===== config.mk =====
export PLATFORM = sky130hd
export DESIGN_NAME = psf_framer
export DESIGN_NICKNAME = d
export VERILOG_FILES = /design/src/verilog/psf_pkg.sv /design/src/verilog/psf_framer.sv
export VERILOG_INCLUDE_DIRS = /design/src /design/src/verilog
export SDC_FILE = /design/constraint.sdc
export NUM_CORES = 1
export LEC_CHECK = 0
export BUFFER_PORTS_ARGS = -buffer_cell sky130_fd_sc_hd__buf_2
export CORE_ASPECT_RATIO = 0.8
export CORE_MARGIN = 2
export CORE_UTILIZATION = 50
export CTS_CLUSTER_DIAMETER = 40
export DETAILED_ROUTE_END_ITERATION = 16
export GPL_TIMING_DRIVEN = 0
export PLACE_DENSITY_LB_ADDON = 0.25
export SYNTH_ARGS = -nofsm -noshare
export SYNTH_HDL_FRONTEND = slang
export SYNTH_SLANG_ARGS = --single-unit

===== constraint.sdc =====
create_clock -name i_mclk -period 10.8 [get_ports i_mclk]
set_input_delay 0.54 -clock i_mclk [delete_from_list [all_inputs] [get_ports i_mclk]]
set_output_delay 0.54 -clock i_mclk [all_outputs]
set_load 0.01 [all_outputs]

===== src/verilog/psf_regs.svh =====
// register map, field positions and timing figures of the psi5 framer
`ifndef PSF_REGS_SVH
`define PSF_REGS_SVH
// ---------------------------------------------------------------
// register byte addresses
// ---------------------------------------------------------------
`define PSF_ADDR_CFG  8'h00
`define PSF_ADDR_STS  8'h04
`define PSF_ADDR_MSK  8'h08
`define PSF_ADDR_LAST 8'h0c
`define PSF_CFG_RST   16'h0001
// ---------------------------------------------------------------
// link_format_config fields
// ---------------------------------------------------------------
`define PSF_B_CHAN  15
`define PSF_B_PAR   14
`define PSF_B_SYNC  13
`define PSF_B_BAUD  12
`define PSF_B_STEN  10
`define PSF_B_ERRST 9
`define PSF_B_THIRD 8
`define PSF_F_PER   7:6
`define PSF_F_K     5:4
`define PSF_F_SIZE  3:0
// ---------------------------------------------------------------
// timing and frame constants
// ---------------------------------------------------------------
`define PSF_CLK_MHZ 250
`define PSF_KBPS_LO 125
`define PSF_KBPS_HI 189
`define PSF_BITCYC(k) (`PSF_CLK_MHZ * 1000 / (k))
`define PSF_PER0_US 1000
`define PSF_PER1_US 500
`define PSF_PER2_US 300
`define PSF_PER3_US 250
`define PSF_DEFECT  10'h1f4
`define PSF_READY   10'h1e7
`define PSF_BASE_W  9
`define PSF_INIT_W  10
`define PSF_START_N 2
`define PSF_FC_N    3
`define PSF_CRC_N   3
`define PSF_CRC_SEED 3'h7
`define PSF_FC_POS  3'h1
`define PSF_FC_SPD  3'h2
`define PSF_I_DONE  0
`define PSF_I_DEF   1
`define PSF_I_OVR   2
`define PSF_OKAY    2'h0
`define PSF_SLVERR  2'h2
`endif


===== src/verilog/psf_pkg.sv =====
// types of the psi5 framer
package psf_pkg;
    typedef enum logic [2:0] {
        ST_IDLE = 3'b001,
        ST_SEND = 3'b010,
        ST_GAP  = 3'b100
    } psf_state_e;

    typedef struct packed {
        logic [5:0]  len;
        logic [23:0] data;
        logic [31:0] vec;
    } psf_frame_s;

    typedef struct packed {
        psf_state_e  st;
        logic [15:0] cfg;
        logic [2:0]  sts;
        logic [2:0]  msk;
        logic [11:0] baud;
        logic [5:0]  idx;
        logic [5:0]  len;
        logic [31:0] vec;
        logic [2:0]  crc;
        logic        par;
        logic [1:0]  slot;
        logic [17:0] per;
        logic        tx;
        logic        act;
        logic [23:0] last;
        logic        aw_got;
        logic        w_got;
        logic [7:0]  aw_addr;
        logic [31:0] wdata;
        logic [3:0]  wstrb;
        logic        bvalid;
        logic [1:0]  bresp;
        logic        rvalid;
        logic [31:0] rdata;
        logic [1:0]  rresp;
    } psf_state_s;
endpackage : psf_pkg


===== src/verilog/psf_framer.sv =====
// psi5 frame builder with fault reporting and axi4-lite configuration
//
// The AXI4-Lite register port and the placing of the registers were left to the implementer.
`include "psf_regs.svh"

module psf_framer
    import psf_pkg::*;
#(
    parameter int P_PER0_CYC = `PSF_PER0_US * `PSF_CLK_MHZ,
    parameter int P_PER1_CYC = `PSF_PER1_US * `PSF_CLK_MHZ,
    parameter int P_PER2_CYC = `PSF_PER2_US * `PSF_CLK_MHZ,
    parameter int P_PER3_CYC = `PSF_PER3_US * `PSF_CLK_MHZ
) (
    // clock and reset
    input  wire logic        i_mclk,
    input  wire logic        i_rst,
    // axi4-lite write channels
    input  wire logic        i_awvalid,
    output logic             o_awready,
    input  wire logic [7:0]  i_awaddr,
    input  wire logic        i_wvalid,
    output logic             o_wready,
    input  wire logic [31:0] i_wdata,
    input  wire logic [3:0]  i_wstrb,
    output logic             o_bvalid,
    input  wire logic        i_bready,
    output logic [1:0]       o_bresp,
    // axi4-lite read channels
    input  wire logic        i_arvalid,
    output logic             o_arready,
    input  wire logic [7:0]  i_araddr,
    output logic             o_rvalid,
    input  wire logic        i_rready,
    output logic [31:0]      o_rdata,
    output logic [1:0]       o_rresp,
    // sensor side
    input  wire logic        i_sync,
    input  wire logic [23:0] i_position,
    input  wire logic [23:0] i_speed,
    input  wire logic        i_defect,
    input  wire logic [5:0]  i_diag,
    input  wire logic        i_init_ph3,
    // line side and events
    output logic             o_tx_data,
    output logic             o_tx_active,
    output logic [2:0]       o_nibble_reps,
    output logic             o_irq
);

    // ---------------------------------------------------------------
    // timing counts
    // ---------------------------------------------------------------
    // bit times round down so a frame never overruns its slot
    localparam logic [11:0] BIT_LO = 12'(`PSF_BITCYC(`PSF_KBPS_LO));
    localparam logic [11:0] BIT_HI = 12'(`PSF_BITCYC(`PSF_KBPS_HI));

    psf_state_s r;
    psf_state_s n;
    psf_frame_s f;
    logic       ld;
    logic       trig;
    logic [1:0] ld_slot;
    logic [11:0] bitc;
    logic [17:0] perc;
    logic [2:0] ev;
    logic [2:0] clr;
    logic       b;
    logic [2:0] crc_n;
    logic       par_n;
    logic [5:0] nidx;
    logic [5:0] ck_n;
    logic [1:0] nslots;

    // ---------------------------------------------------------------
    // helpers
    // ---------------------------------------------------------------
    // slot carries speed in two- or three-slot layouts
    function automatic logic speed_slot(input logic [15:0] c, input logic [1:0] s);
        return c[`PSF_B_CHAN] &&
               (c[`PSF_B_THIRD] ? (s == 2'h2) : (s == 2'h1));
    endfunction : speed_slot

    // assemble one frame in transmit order, bit 0 first
    function automatic psf_frame_s build_frame(
        input logic [15:0] c,
        input logic        sp,
        input logic        ph3,
        input logic        dft,
        input logic [5:0]  dg,
        input logic [23:0] pv,
        input logic [23:0] sv
    );
        psf_frame_s fr;
        logic [2:0]  fc;
        logic [23:0] d24;
        logic        stb;
        int          w;
        int          k;
        fr = '0;
        k = `PSF_START_N;
        fc = sp ? `PSF_FC_SPD : `PSF_FC_POS;
        for (int i = 0; i < `PSF_FC_N; i++) begin
            fr.vec[k + i] = fc[i];
        end
        k = k + `PSF_FC_N;
        // init phase three always flags errors in the status bit
        stb = ph3 ? dft : (c[`PSF_B_ERRST] & dft);
        if (ph3 || c[`PSF_B_STEN]) begin
            fr.vec[k] = stb;
            k = k + 1;
        end
        w = ph3 ? `PSF_INIT_W : `PSF_BASE_W + int'(c[`PSF_F_SIZE]);
        // code at the top, flags below it; shifting drops the memory end
        d24 = {`PSF_DEFECT, dg, 8'h00};
        if (ph3) begin
            fr.data = {14'h0, dft ? `PSF_DEFECT : `PSF_READY};
        end else if (dft) begin
            fr.data = d24 >> (24 - w);
        end else begin
            fr.data = sp ? sv : pv;
        end
        // data region goes out lsb first
        for (int i = 0; i < 24; i++) begin
            if (i < w) begin
                fr.vec[k + i] = fr.data[i];
            end else begin
                fr.data[i] = 1'b0;
            end
        end
        fr.len = 6'(k + w);
        return fr;
    endfunction : build_frame

    // ---------------------------------------------------------------
    // combinational next state
    // ---------------------------------------------------------------
    always_comb begin
        n = r;
        ev = 3'h0;
        clr = 3'h0;
        trig = 1'b0;
        ld = 1'b0;
        b = 1'b0;
        crc_n = r.crc;
        par_n = r.par;
        nidx = r.idx + 6'h1;
        ck_n = r.cfg[`PSF_B_PAR] ? 6'h1 : 6'(`PSF_CRC_N);
        nslots = r.cfg[`PSF_B_CHAN] ? (r.cfg[`PSF_B_THIRD] ? 2'h3 : 2'h2) : 2'h1;
        bitc = r.cfg[`PSF_B_BAUD] ? BIT_HI : BIT_LO;
        case (r.cfg[`PSF_F_PER])
            2'h0: perc = 18'(P_PER0_CYC);
            2'h1: perc = 18'(P_PER1_CYC);
            2'h2: perc = 18'(P_PER2_CYC);
            default: perc = 18'(P_PER3_CYC);
        endcase
        // trigger: ecu pulse or free-running period counter
        if (r.cfg[`PSF_B_SYNC]) begin
            trig = i_sync;
            n.per = 18'h0;
        end else if (r.per == 18'h0) begin
            trig = 1'b1;
            n.per = perc - 18'h1;
        end else begin
            n.per = r.per - 18'h1;
        end
        if (trig && (r.st != ST_IDLE)) begin
            ev[`PSF_I_OVR] = 1'b1;
        end
        ld_slot = (r.st == ST_IDLE) ? 2'h0 : r.slot + 2'h1;
        f = build_frame(r.cfg, speed_slot(r.cfg, ld_slot), i_init_ph3,
                        i_defect, i_diag, i_position, i_speed);
        // frame sequencer
        case (r.st)
            ST_IDLE: begin
                ld = trig;
            end
            ST_SEND: begin
                if (r.baud == bitc - 12'h1) begin
                    n.baud = 12'h0;
                    b = r.vec[r.idx[4:0]];
                    // checksum covers every bit between the start bits and the checksum
                    if (r.idx < r.len && r.idx >= 6'(`PSF_START_N)) begin
                        crc_n = {r.crc[1], r.crc[0] ^ b ^ r.crc[2], b ^ r.crc[2]};
                        par_n = r.par ^ b;
                    end
                    n.crc = crc_n;
                    n.par = par_n;
                    n.idx = nidx;
                    if (nidx < r.len) begin
                        n.tx = r.vec[nidx[4:0]];
                    end else if (nidx < r.len + ck_n) begin
                        n.tx = r.cfg[`PSF_B_PAR] ? par_n
                             : crc_n[2'(6'h2 - (nidx - r.len))];
                    end else begin
                        n.tx = 1'b0;
                        n.act = 1'b0;
                        if (2'(r.slot + 2'h1) < nslots) begin
                            n.st = ST_GAP;
                        end else begin
                            n.st = ST_IDLE;
                            ev[`PSF_I_DONE] = 1'b1;
                        end
                    end
                end else begin
                    n.baud = r.baud + 12'h1;
                end
            end
            ST_GAP: begin
                // one idle bit time between slots of a cycle
                if (r.baud == bitc - 12'h1) begin
                    ld = 1'b1;
                end else begin
                    n.baud = r.baud + 12'h1;
                end
            end
            default: begin
                n.st = ST_IDLE;
            end
        endcase
        if (ld) begin
            n.st = ST_SEND;
            n.slot = ld_slot;
            n.vec = f.vec;
            n.len = f.len;
            n.last = f.data;
            n.idx = 6'h0;
            n.baud = 12'h0;
            n.tx = f.vec[0];
            n.act = 1'b1;
            n.crc = `PSF_CRC_SEED;
            n.par = 1'b0;
            ev[`PSF_I_DEF] = i_defect;
        end

        // ---------------------------------------------------------------
        // axi4-lite slave
        // ---------------------------------------------------------------
        if (i_awvalid && o_awready) begin
            n.aw_got = 1'b1;
            n.aw_addr = i_awaddr;
        end
        if (i_wvalid && o_wready) begin
            n.w_got = 1'b1;
            n.wdata = i_wdata;
            n.wstrb = i_wstrb;
        end
        if (r.bvalid && i_bready) begin
            n.bvalid = 1'b0;
        end
        // write commits one cycle after both halves are held
        if (r.aw_got && r.w_got) begin
            n.aw_got = 1'b0;
            n.w_got = 1'b0;
            n.bvalid = 1'b1;
            n.bresp = `PSF_OKAY;
            case (r.aw_addr)
                `PSF_ADDR_CFG: begin
                    if (r.wstrb[0]) n.cfg[7:0] = r.wdata[7:0];
                    if (r.wstrb[1]) n.cfg[15:8] = r.wdata[15:8];
                end
                `PSF_ADDR_MSK: begin
                    if (r.wstrb[0]) n.msk = r.wdata[2:0];
                end
                `PSF_ADDR_STS, `PSF_ADDR_LAST: begin
                    n.bresp = `PSF_OKAY;
                end
                default: begin
                    n.bresp = `PSF_SLVERR;
                end
            endcase
        end
        if (r.rvalid && i_rready) begin
            n.rvalid = 1'b0;
        end
        if (i_arvalid && o_arready) begin
            n.rvalid = 1'b1;
            n.rresp = `PSF_OKAY;
            case (i_araddr)
                `PSF_ADDR_CFG:  n.rdata = {16'h0, r.cfg};
                `PSF_ADDR_STS: begin
                    n.rdata = {29'h0, r.sts};
                    clr = r.sts;
                end
                `PSF_ADDR_MSK:  n.rdata = {29'h0, r.msk};
                `PSF_ADDR_LAST: n.rdata = {8'h0, r.last};
                default: begin
                    n.rdata = 32'h0;
                    n.rresp = `PSF_SLVERR;
                end
            endcase
        end
        // an event in the clearing cycle survives the read
        n.sts = (r.sts & ~clr) | ev;
    end

    // ---------------------------------------------------------------
    // state register
    // ---------------------------------------------------------------
    always_ff @(posedge i_mclk or posedge i_rst) begin
        if (i_rst) begin
            r <= '0;
            r.st <= ST_IDLE;
            r.cfg <= `PSF_CFG_RST;
        end else begin
            r <= n;
        end
    end

    // ---------------------------------------------------------------
    // outputs
    // ---------------------------------------------------------------
    assign o_awready = !r.aw_got && !r.bvalid;
    assign o_wready = !r.w_got && !r.bvalid;
    assign o_arready = !r.rvalid;
    assign o_bvalid = r.bvalid;
    assign o_bresp = r.bresp;
    assign o_rvalid = r.rvalid;
    assign o_rdata = r.rdata;
    assign o_rresp = r.rresp;
    assign o_tx_data = r.tx;
    assign o_tx_active = r.act;
    assign o_nibble_reps = {1'b0, r.cfg[`PSF_F_K]} + 3'h1;
    assign o_irq = |(r.sts & r.msk);
endmodule : psf_framer


* After elaboration in Yosys (flattened, before gate mapping)
Cells that the tools add are included.
** Word-level totals
- Output and inout bits :: 47
- Bits of input ports :: 116
- Register bits after elaboration :: 197
- Word-level logic and storage cells :: 429
** Cells by class
- Reduce and logical (&&, ||, !) cells :: 62
- Add/sub/neg operators :: 36
- Bitwise gates (word level) :: 9
- Mux-type cells :: 193
- Magnitude comparators :: 80
- Equality and inequality tests :: 22
- Shifts and indexed selects :: 1
** Operator list (count)
- bitwise mux 32 bit :: 24
- greater-or-equal comparator 32 x 1 -> 1 bit, second input constant :: 24
- < comparator 32 x 7 -> 1 bit, second input constant :: 24
- two-way mux 32 bit :: 24
- adder 32 x 5 -> 32 bit, second input constant :: 8
- adder 32 x 6 -> 32 bit, second input constant :: 8
- adder 32 x 4 -> 32 bit, second input constant :: 4
- demux 1 bit (select 5 bit) :: 24
- case mux 24 bit (4 select lines) :: 1
- two-way mux 1 bit :: 75
- two-way mux 24 bit :: 3
- adder 32 x 3 -> 32 bit, second input constant :: 2
- two-way mux 62 bit :: 1
- case mux 18 bit (3 select lines) :: 1
- < comparator 4 x 5 -> 1 bit, first input constant :: 8
- < comparator 5 bit, first input constant :: 8
- two-way mux 18 bit :: 2
- subtractor 18 x 1 -> 18 bit, second input constant :: 2
- logical AND 1 bit :: 35
- two-way mux 35 bit :: 1
- two-way mux 3 bit :: 11
- adder 32 x 2 -> 32 bit, second input constant :: 1
- == test 8 x 4 -> 1 bit, second input constant :: 4
- >> shifter 23 x 32 -> 24 bit :: 1
- other kinds (60) :: 107

* Longest topological paths before layout
- Depth in word-level cells :: 57
- Depth in mapped cells :: 14
- Mapped depth without buffers :: 13

* Worst setup path before layout
Ideal clock, no wire load.
- Path kind :: flip-flop to flip-flop
- Start point :: register r[196] in the netlist's numbering
- End point :: register r[140] in the netlist's numbering
- Library setup time :: 0.126 ns
- Data required time :: 10.674 ns
- Buffers on the path :: 1
- Arrival :: 3.163 ns
- Period minus slack after synthesis :: 3.289 ns
- Stages on the path, launching flop included :: 14
- Setup slack :: 7.511 ns
- Cells stage by stage :: dfstp_2 > ha_1 > inv_1 > nand2_1 > inv_1 > ha_1 > or3b_2 > a21oi_1 > a221o_1 > buf_6 > nor3_1 > a311oi_1 > a311oi_2 > a221o_1
** Between the ends
- Word-level cells in the longest chain between the ends :: 54
- Elaborated cells between the ends (all ways) :: 78
- Classes of those cells :: 2 x add/sub; 24 x order compare; 1 x shift; 51 x mux
** RTL lines
- start, declared :: RTL line psf_framer.sv:57 : psf_state_s r;
- start signal, assigned :: RTL line psf_framer.sv:305 : r <= n;
- adder 4 x 4 -> 5 bit (no source line) *
- two-way mux 5 bit * :: RTL line psf_framer.sv:112 : w = ph3 ? `PSF_INIT_W : `PSF_BASE_W + int'(c[`PSF_F_SIZE]);
- subtractor 5 x 5 -> 6 bit :: RTL line psf_framer.sv:118 : fr.data = d24 >> (24 - w);
- >> shifter 23 x 32 -> 24 bit :: RTL line psf_framer.sv:118
- two-way mux 24 bit :: RTL line psf_framer.sv:117 : end else if (dft) begin
- two-way mux 24 bit :: RTL line psf_framer.sv:115 : if (ph3) begin
- bitwise mux 32 bit :: RTL line psf_framer.sv:125 : fr.vec[k + i] = fr.data[i];
- two-way mux 32 bit :: RTL line psf_framer.sv:124 : if (i < w) begin
- [38 not listed]
- bitwise mux 32 bit :: RTL line psf_framer.sv:125
- two-way mux 32 bit :: RTL line psf_framer.sv:124
- bitwise mux 32 bit :: RTL line psf_framer.sv:125
- two-way mux 32 bit :: RTL line psf_framer.sv:124
- bitwise mux 32 bit :: RTL line psf_framer.sv:125
- two-way mux 32 bit :: RTL line psf_framer.sv:124
- bitwise mux 32 bit :: RTL line psf_framer.sv:125
- two-way mux 32 bit * :: RTL line psf_framer.sv:124
Mark *: on every way between the ends. The rest lies on a longest branch, timed or not.
A chain may end at the register's enable or synchronous reset.

* Worst setup path in the final report
- Start point :: register r[196] in the netlist's numbering
- End point :: register r[146] in the netlist's numbering
Same word-level chain as after synthesis.

==> summary.txt <==
Outcome
  • Status: finished clean

Worst setup path
  • R2r setup slk: 6.17 ns
  • Worst r2r path cells: 14
  • Reg2Reg Capture Point: r[146]
  • CP max FO: 10
  • Critical path startpoint category: register
  • CP Data Required Time: 11.11 ns
  • Arrival @ worst endpoint: 4.93 ns
  • CP Capture Type: register
  • R2r startpoint: r[196]
  • End point of the critical path: r[146]
  • Worst Path Class, Setup: reg -> reg
  • Crit path launch: r[196]

Cells and area
  • P&R area growth vs syn: 14.73%
  • Most frequent cells in the layout: nand2_1, dfrtp_1, buf_2
  • Commonest non-fill, non-tap cell in the layout: nand2_1
  • Nets: 1585
  • Diode count: 0
  • Layout cell share with drive strength beyond 1: 0.2364

STA
  • Final hold viol count: 0
  • Worst-Margin Slew: 0.8342 ns
  • Tmin final: 4.627 ns
  • Final clock skew: 0.01359 ns
  • Final Setup Violations: 0
  • Unrepaired setup endpoints after global routing: false
  • Part of the cycle the worst path needs: 0.4284
  • FMAX: 0.2161 GHz
  • Fin. max-slew vios: 0
  • Setup total negative slack: 0 ns
  • Slew margin rel.: 0.4397

Global routing
  • Initial antenna violation count: 0
  • Largest net degree at the start of global routing: 110
  • Vias in the first global route: 9904
  • GR Util met1: 0.4438
  • Gr usage total: 0.2910
  • Grt ovf: 0
  • First-pass GRT wire length: 55760 µm
  • GR Util met3: 0.07003
  • Met2 Usage GRT: 0.4159
  • GRT busiest layer: met1

CTS
  • Post_cts resized: 0
  • CTS Hold Bufs: 0
  • CTS max path bufs: 2
  • Root buf cell: clkbuf_16
  • Clk_lat worst skew: 0.45 ns
  • CTS tree: yes
  • Total CTS buffers: 17
  • Postcts setup bufs: 0
  • Reg clk slew, reported paths: 0.07 ns
  • Clk sinks: 182
  • H-tree depth: 4

Drt
  • Final antenna-violating net count: 0
  • Via count: 10383
  • Remaining DRCs: 0
  • Drt first pass iters: 7
  • Vias per cell: 5.923
  • Wirelength per Cell: 20.21 µm
  • Total wire length: 35430 µm
  • Initial drt markers: 1146

Logic synthesis
  • Yosys reg bits: 182
  • Post-synthesis cell count: 1271
  • EDFF count, synth: 0
  • Yosys Warn Count: 0
  • Post-synth cell types: 97
  • Syn_area_per_cell: 9.171 µm²
  • Ys async rst share: 1.000
  • Post-synth top flop: dfrtp_1
  • Synth Cell Area: 11660 µm²
  • Sequential cell area fraction in the yosys report: 0.3909

Placement
  • Dpl hpwl: 27090 µm
  • Input/output buffers: 134
  • Routability cong.: 0.9726

Floorplanning
  • DIE WIDTH: 174.7 µm
  • # rows: 49
  • IO Count: 163
  • Die area: 24560 µm²
  • Die height: 140.6 µm
  • Initial Util: 0.5138
  • Core box area: 22680 µm²

Power
  • Clock power frac: 0.241
  • Flop pwr share: 0.365
  • Comb pwr share: 0.395
  • Leakage: 6.139 nW
  • Worst IR Drop VDD: 117.6 µV
  • Net Switching: 0.001028 W
  • Pwr Density: 197.1 nW/µm²
  • Net Sw Frac: 0.3900
  • Pwr Total: 0.002636 W
  • P_int: 0.001608 W

Run
  • Max-cap violations: 0

Hold path
  • Hold Path Class: in -> async
## synthesized netlist by cell type (6+ instances only)
library cell,instances,area (µm²)
a211oi_1,9,67.56
a21o_1,10,75.07
a21oi_1,66,330.3
a22o_1,8,70.07
a22oi_1,31,232.7
a31oi_1,14,87.58
and3_1,12,75.07
buf_2,17,85.08
buf_4,42,315.3
clkbuf_1,35,131.4
dfrtp_1,180,4504
ha_1,33,412.9
inv_1,39,146.4
mux2_2,53,596.8
mux2i_1,35,350.3
mux4_2,14,315.3
nand2_1,192,720.7
nand2b_1,11,68.82
nand3_1,21,105.1
nand4_1,6,37.54
nor2_1,104,390.4
nor2b_1,10,62.56
nor3_1,39,195.2
nor4_1,10,62.56
o211ai_1,8,60.06
o21ai_0,91,455.4
o21ai_1,9,45.04
o22ai_1,6,37.54
o31ai_1,8,60.06
xnor2_1,19,166.4
xor2_1,10,87.58
## final cells by class
| cell class | instances | area, µm² |
|---|---|---|
| plain buffers | 102 | 599.3 |
| clock buffers | 21 | 450.4 |
| clock inverters | 11 | 143.9 |
| fillers | 2049 | 9311 |
| inverters | 42 | 165.2 |
| multi-input cells | 954 | 6376 |
| flip-flops and latches | 182 | 4557 |
| well taps | 306 | 382.9 |
| repair buffers | 135 | 698.2 |
## flip-flops by register name, summed over array words and instances, names as in the netlist
name / cells
o_rvalid: 1
o_bvalid: 1
o_bresp: 1
r: 152
o_tx_active: 1
o_rresp: 1
o_tx_data: 1
o_rdata: 24
## layer usage
layer  vias to the layer above  wire length, µm
li1                       4835                -
met1                      5043            16730
met2                       456            14810
met3                        49             3278
met4                         0              611
met5                         -                0
## critical path, cell delays in order (launching register included)
cell and delay [ns]:
dfstp_2 0.63, ha_1 0.37, inv_1 0.15, nand2_1 0.13, inv_1 0.29, ha_1 0.29
buf_1 0.47, o21ai_1 0.35, nand2_1 0.20, buf_2 0.27, nor3_1 0.08, a311oi_1 0.49
nor3_1 0.10, o21ai_1 0.48, o21ai_0 0.17
## per-stage QoR
stage	hold slack, ns	cell area [µm²]	util	setup WS, ns	std cells
global placement	0.4604	12740	0.5618	3.249	1720
global route	0.1888	13370	0.5895	5.919	1753
finish	0.1390	13370	0.5895	6.173	1753
floorplan	0.4367	11690	-	5.320	1280
detailed placement	0.4647	12780	0.5633	6.418	1721
CTS	0.1636	13370	0.5895	6.389	1753
## cell families (layout without fill, tap and decap cells)
family	count (synthesis)	after routing	share of synthesized area
AOI/OAI and AO/OA	320	320	0.1815
DFF	182	182	0.3909
muxes	106	106	0.1138
buffers and inverters	144	311	0.06494
and+or+nand+nor	449	449	0.1794
xor gates and xnor gates	34	34	0.03027
other	1	10	0.0003217
adders and majority gates	35	35	0.03886
## power groups by stage
stage	clock network, W	registers [W]	logic [W]
5_1_grt	0.000672	0.000981	0.00115
4_1_cts	0.000640	0.000958	0.00102
3_5_place_dp	0	0.000967	0.00102
6_report	0.000634	0.000961	0.00104
2_1_floorplan	0	0.000923	0.000772
3_3_place_gp	0	0.000965	0.000995
## worst min path at each step
stage           startpoint           to  slack, ns  cells after the start
2_1_floorplan       r[189]       r[189]       0.44                      1
3_3_place_gp   o_tx_active  o_tx_active       0.46                      2
3_5_place_dp        r[105]       r[105]       0.46                      2
4_1_cts              i_rst       r[111]       0.16                      2
5_1_grt              i_rst       r[111]       0.19                      2
6_report             i_rst       r[111]       0.14                      2
Note: power is estimated with default switching activity, not from simulation.
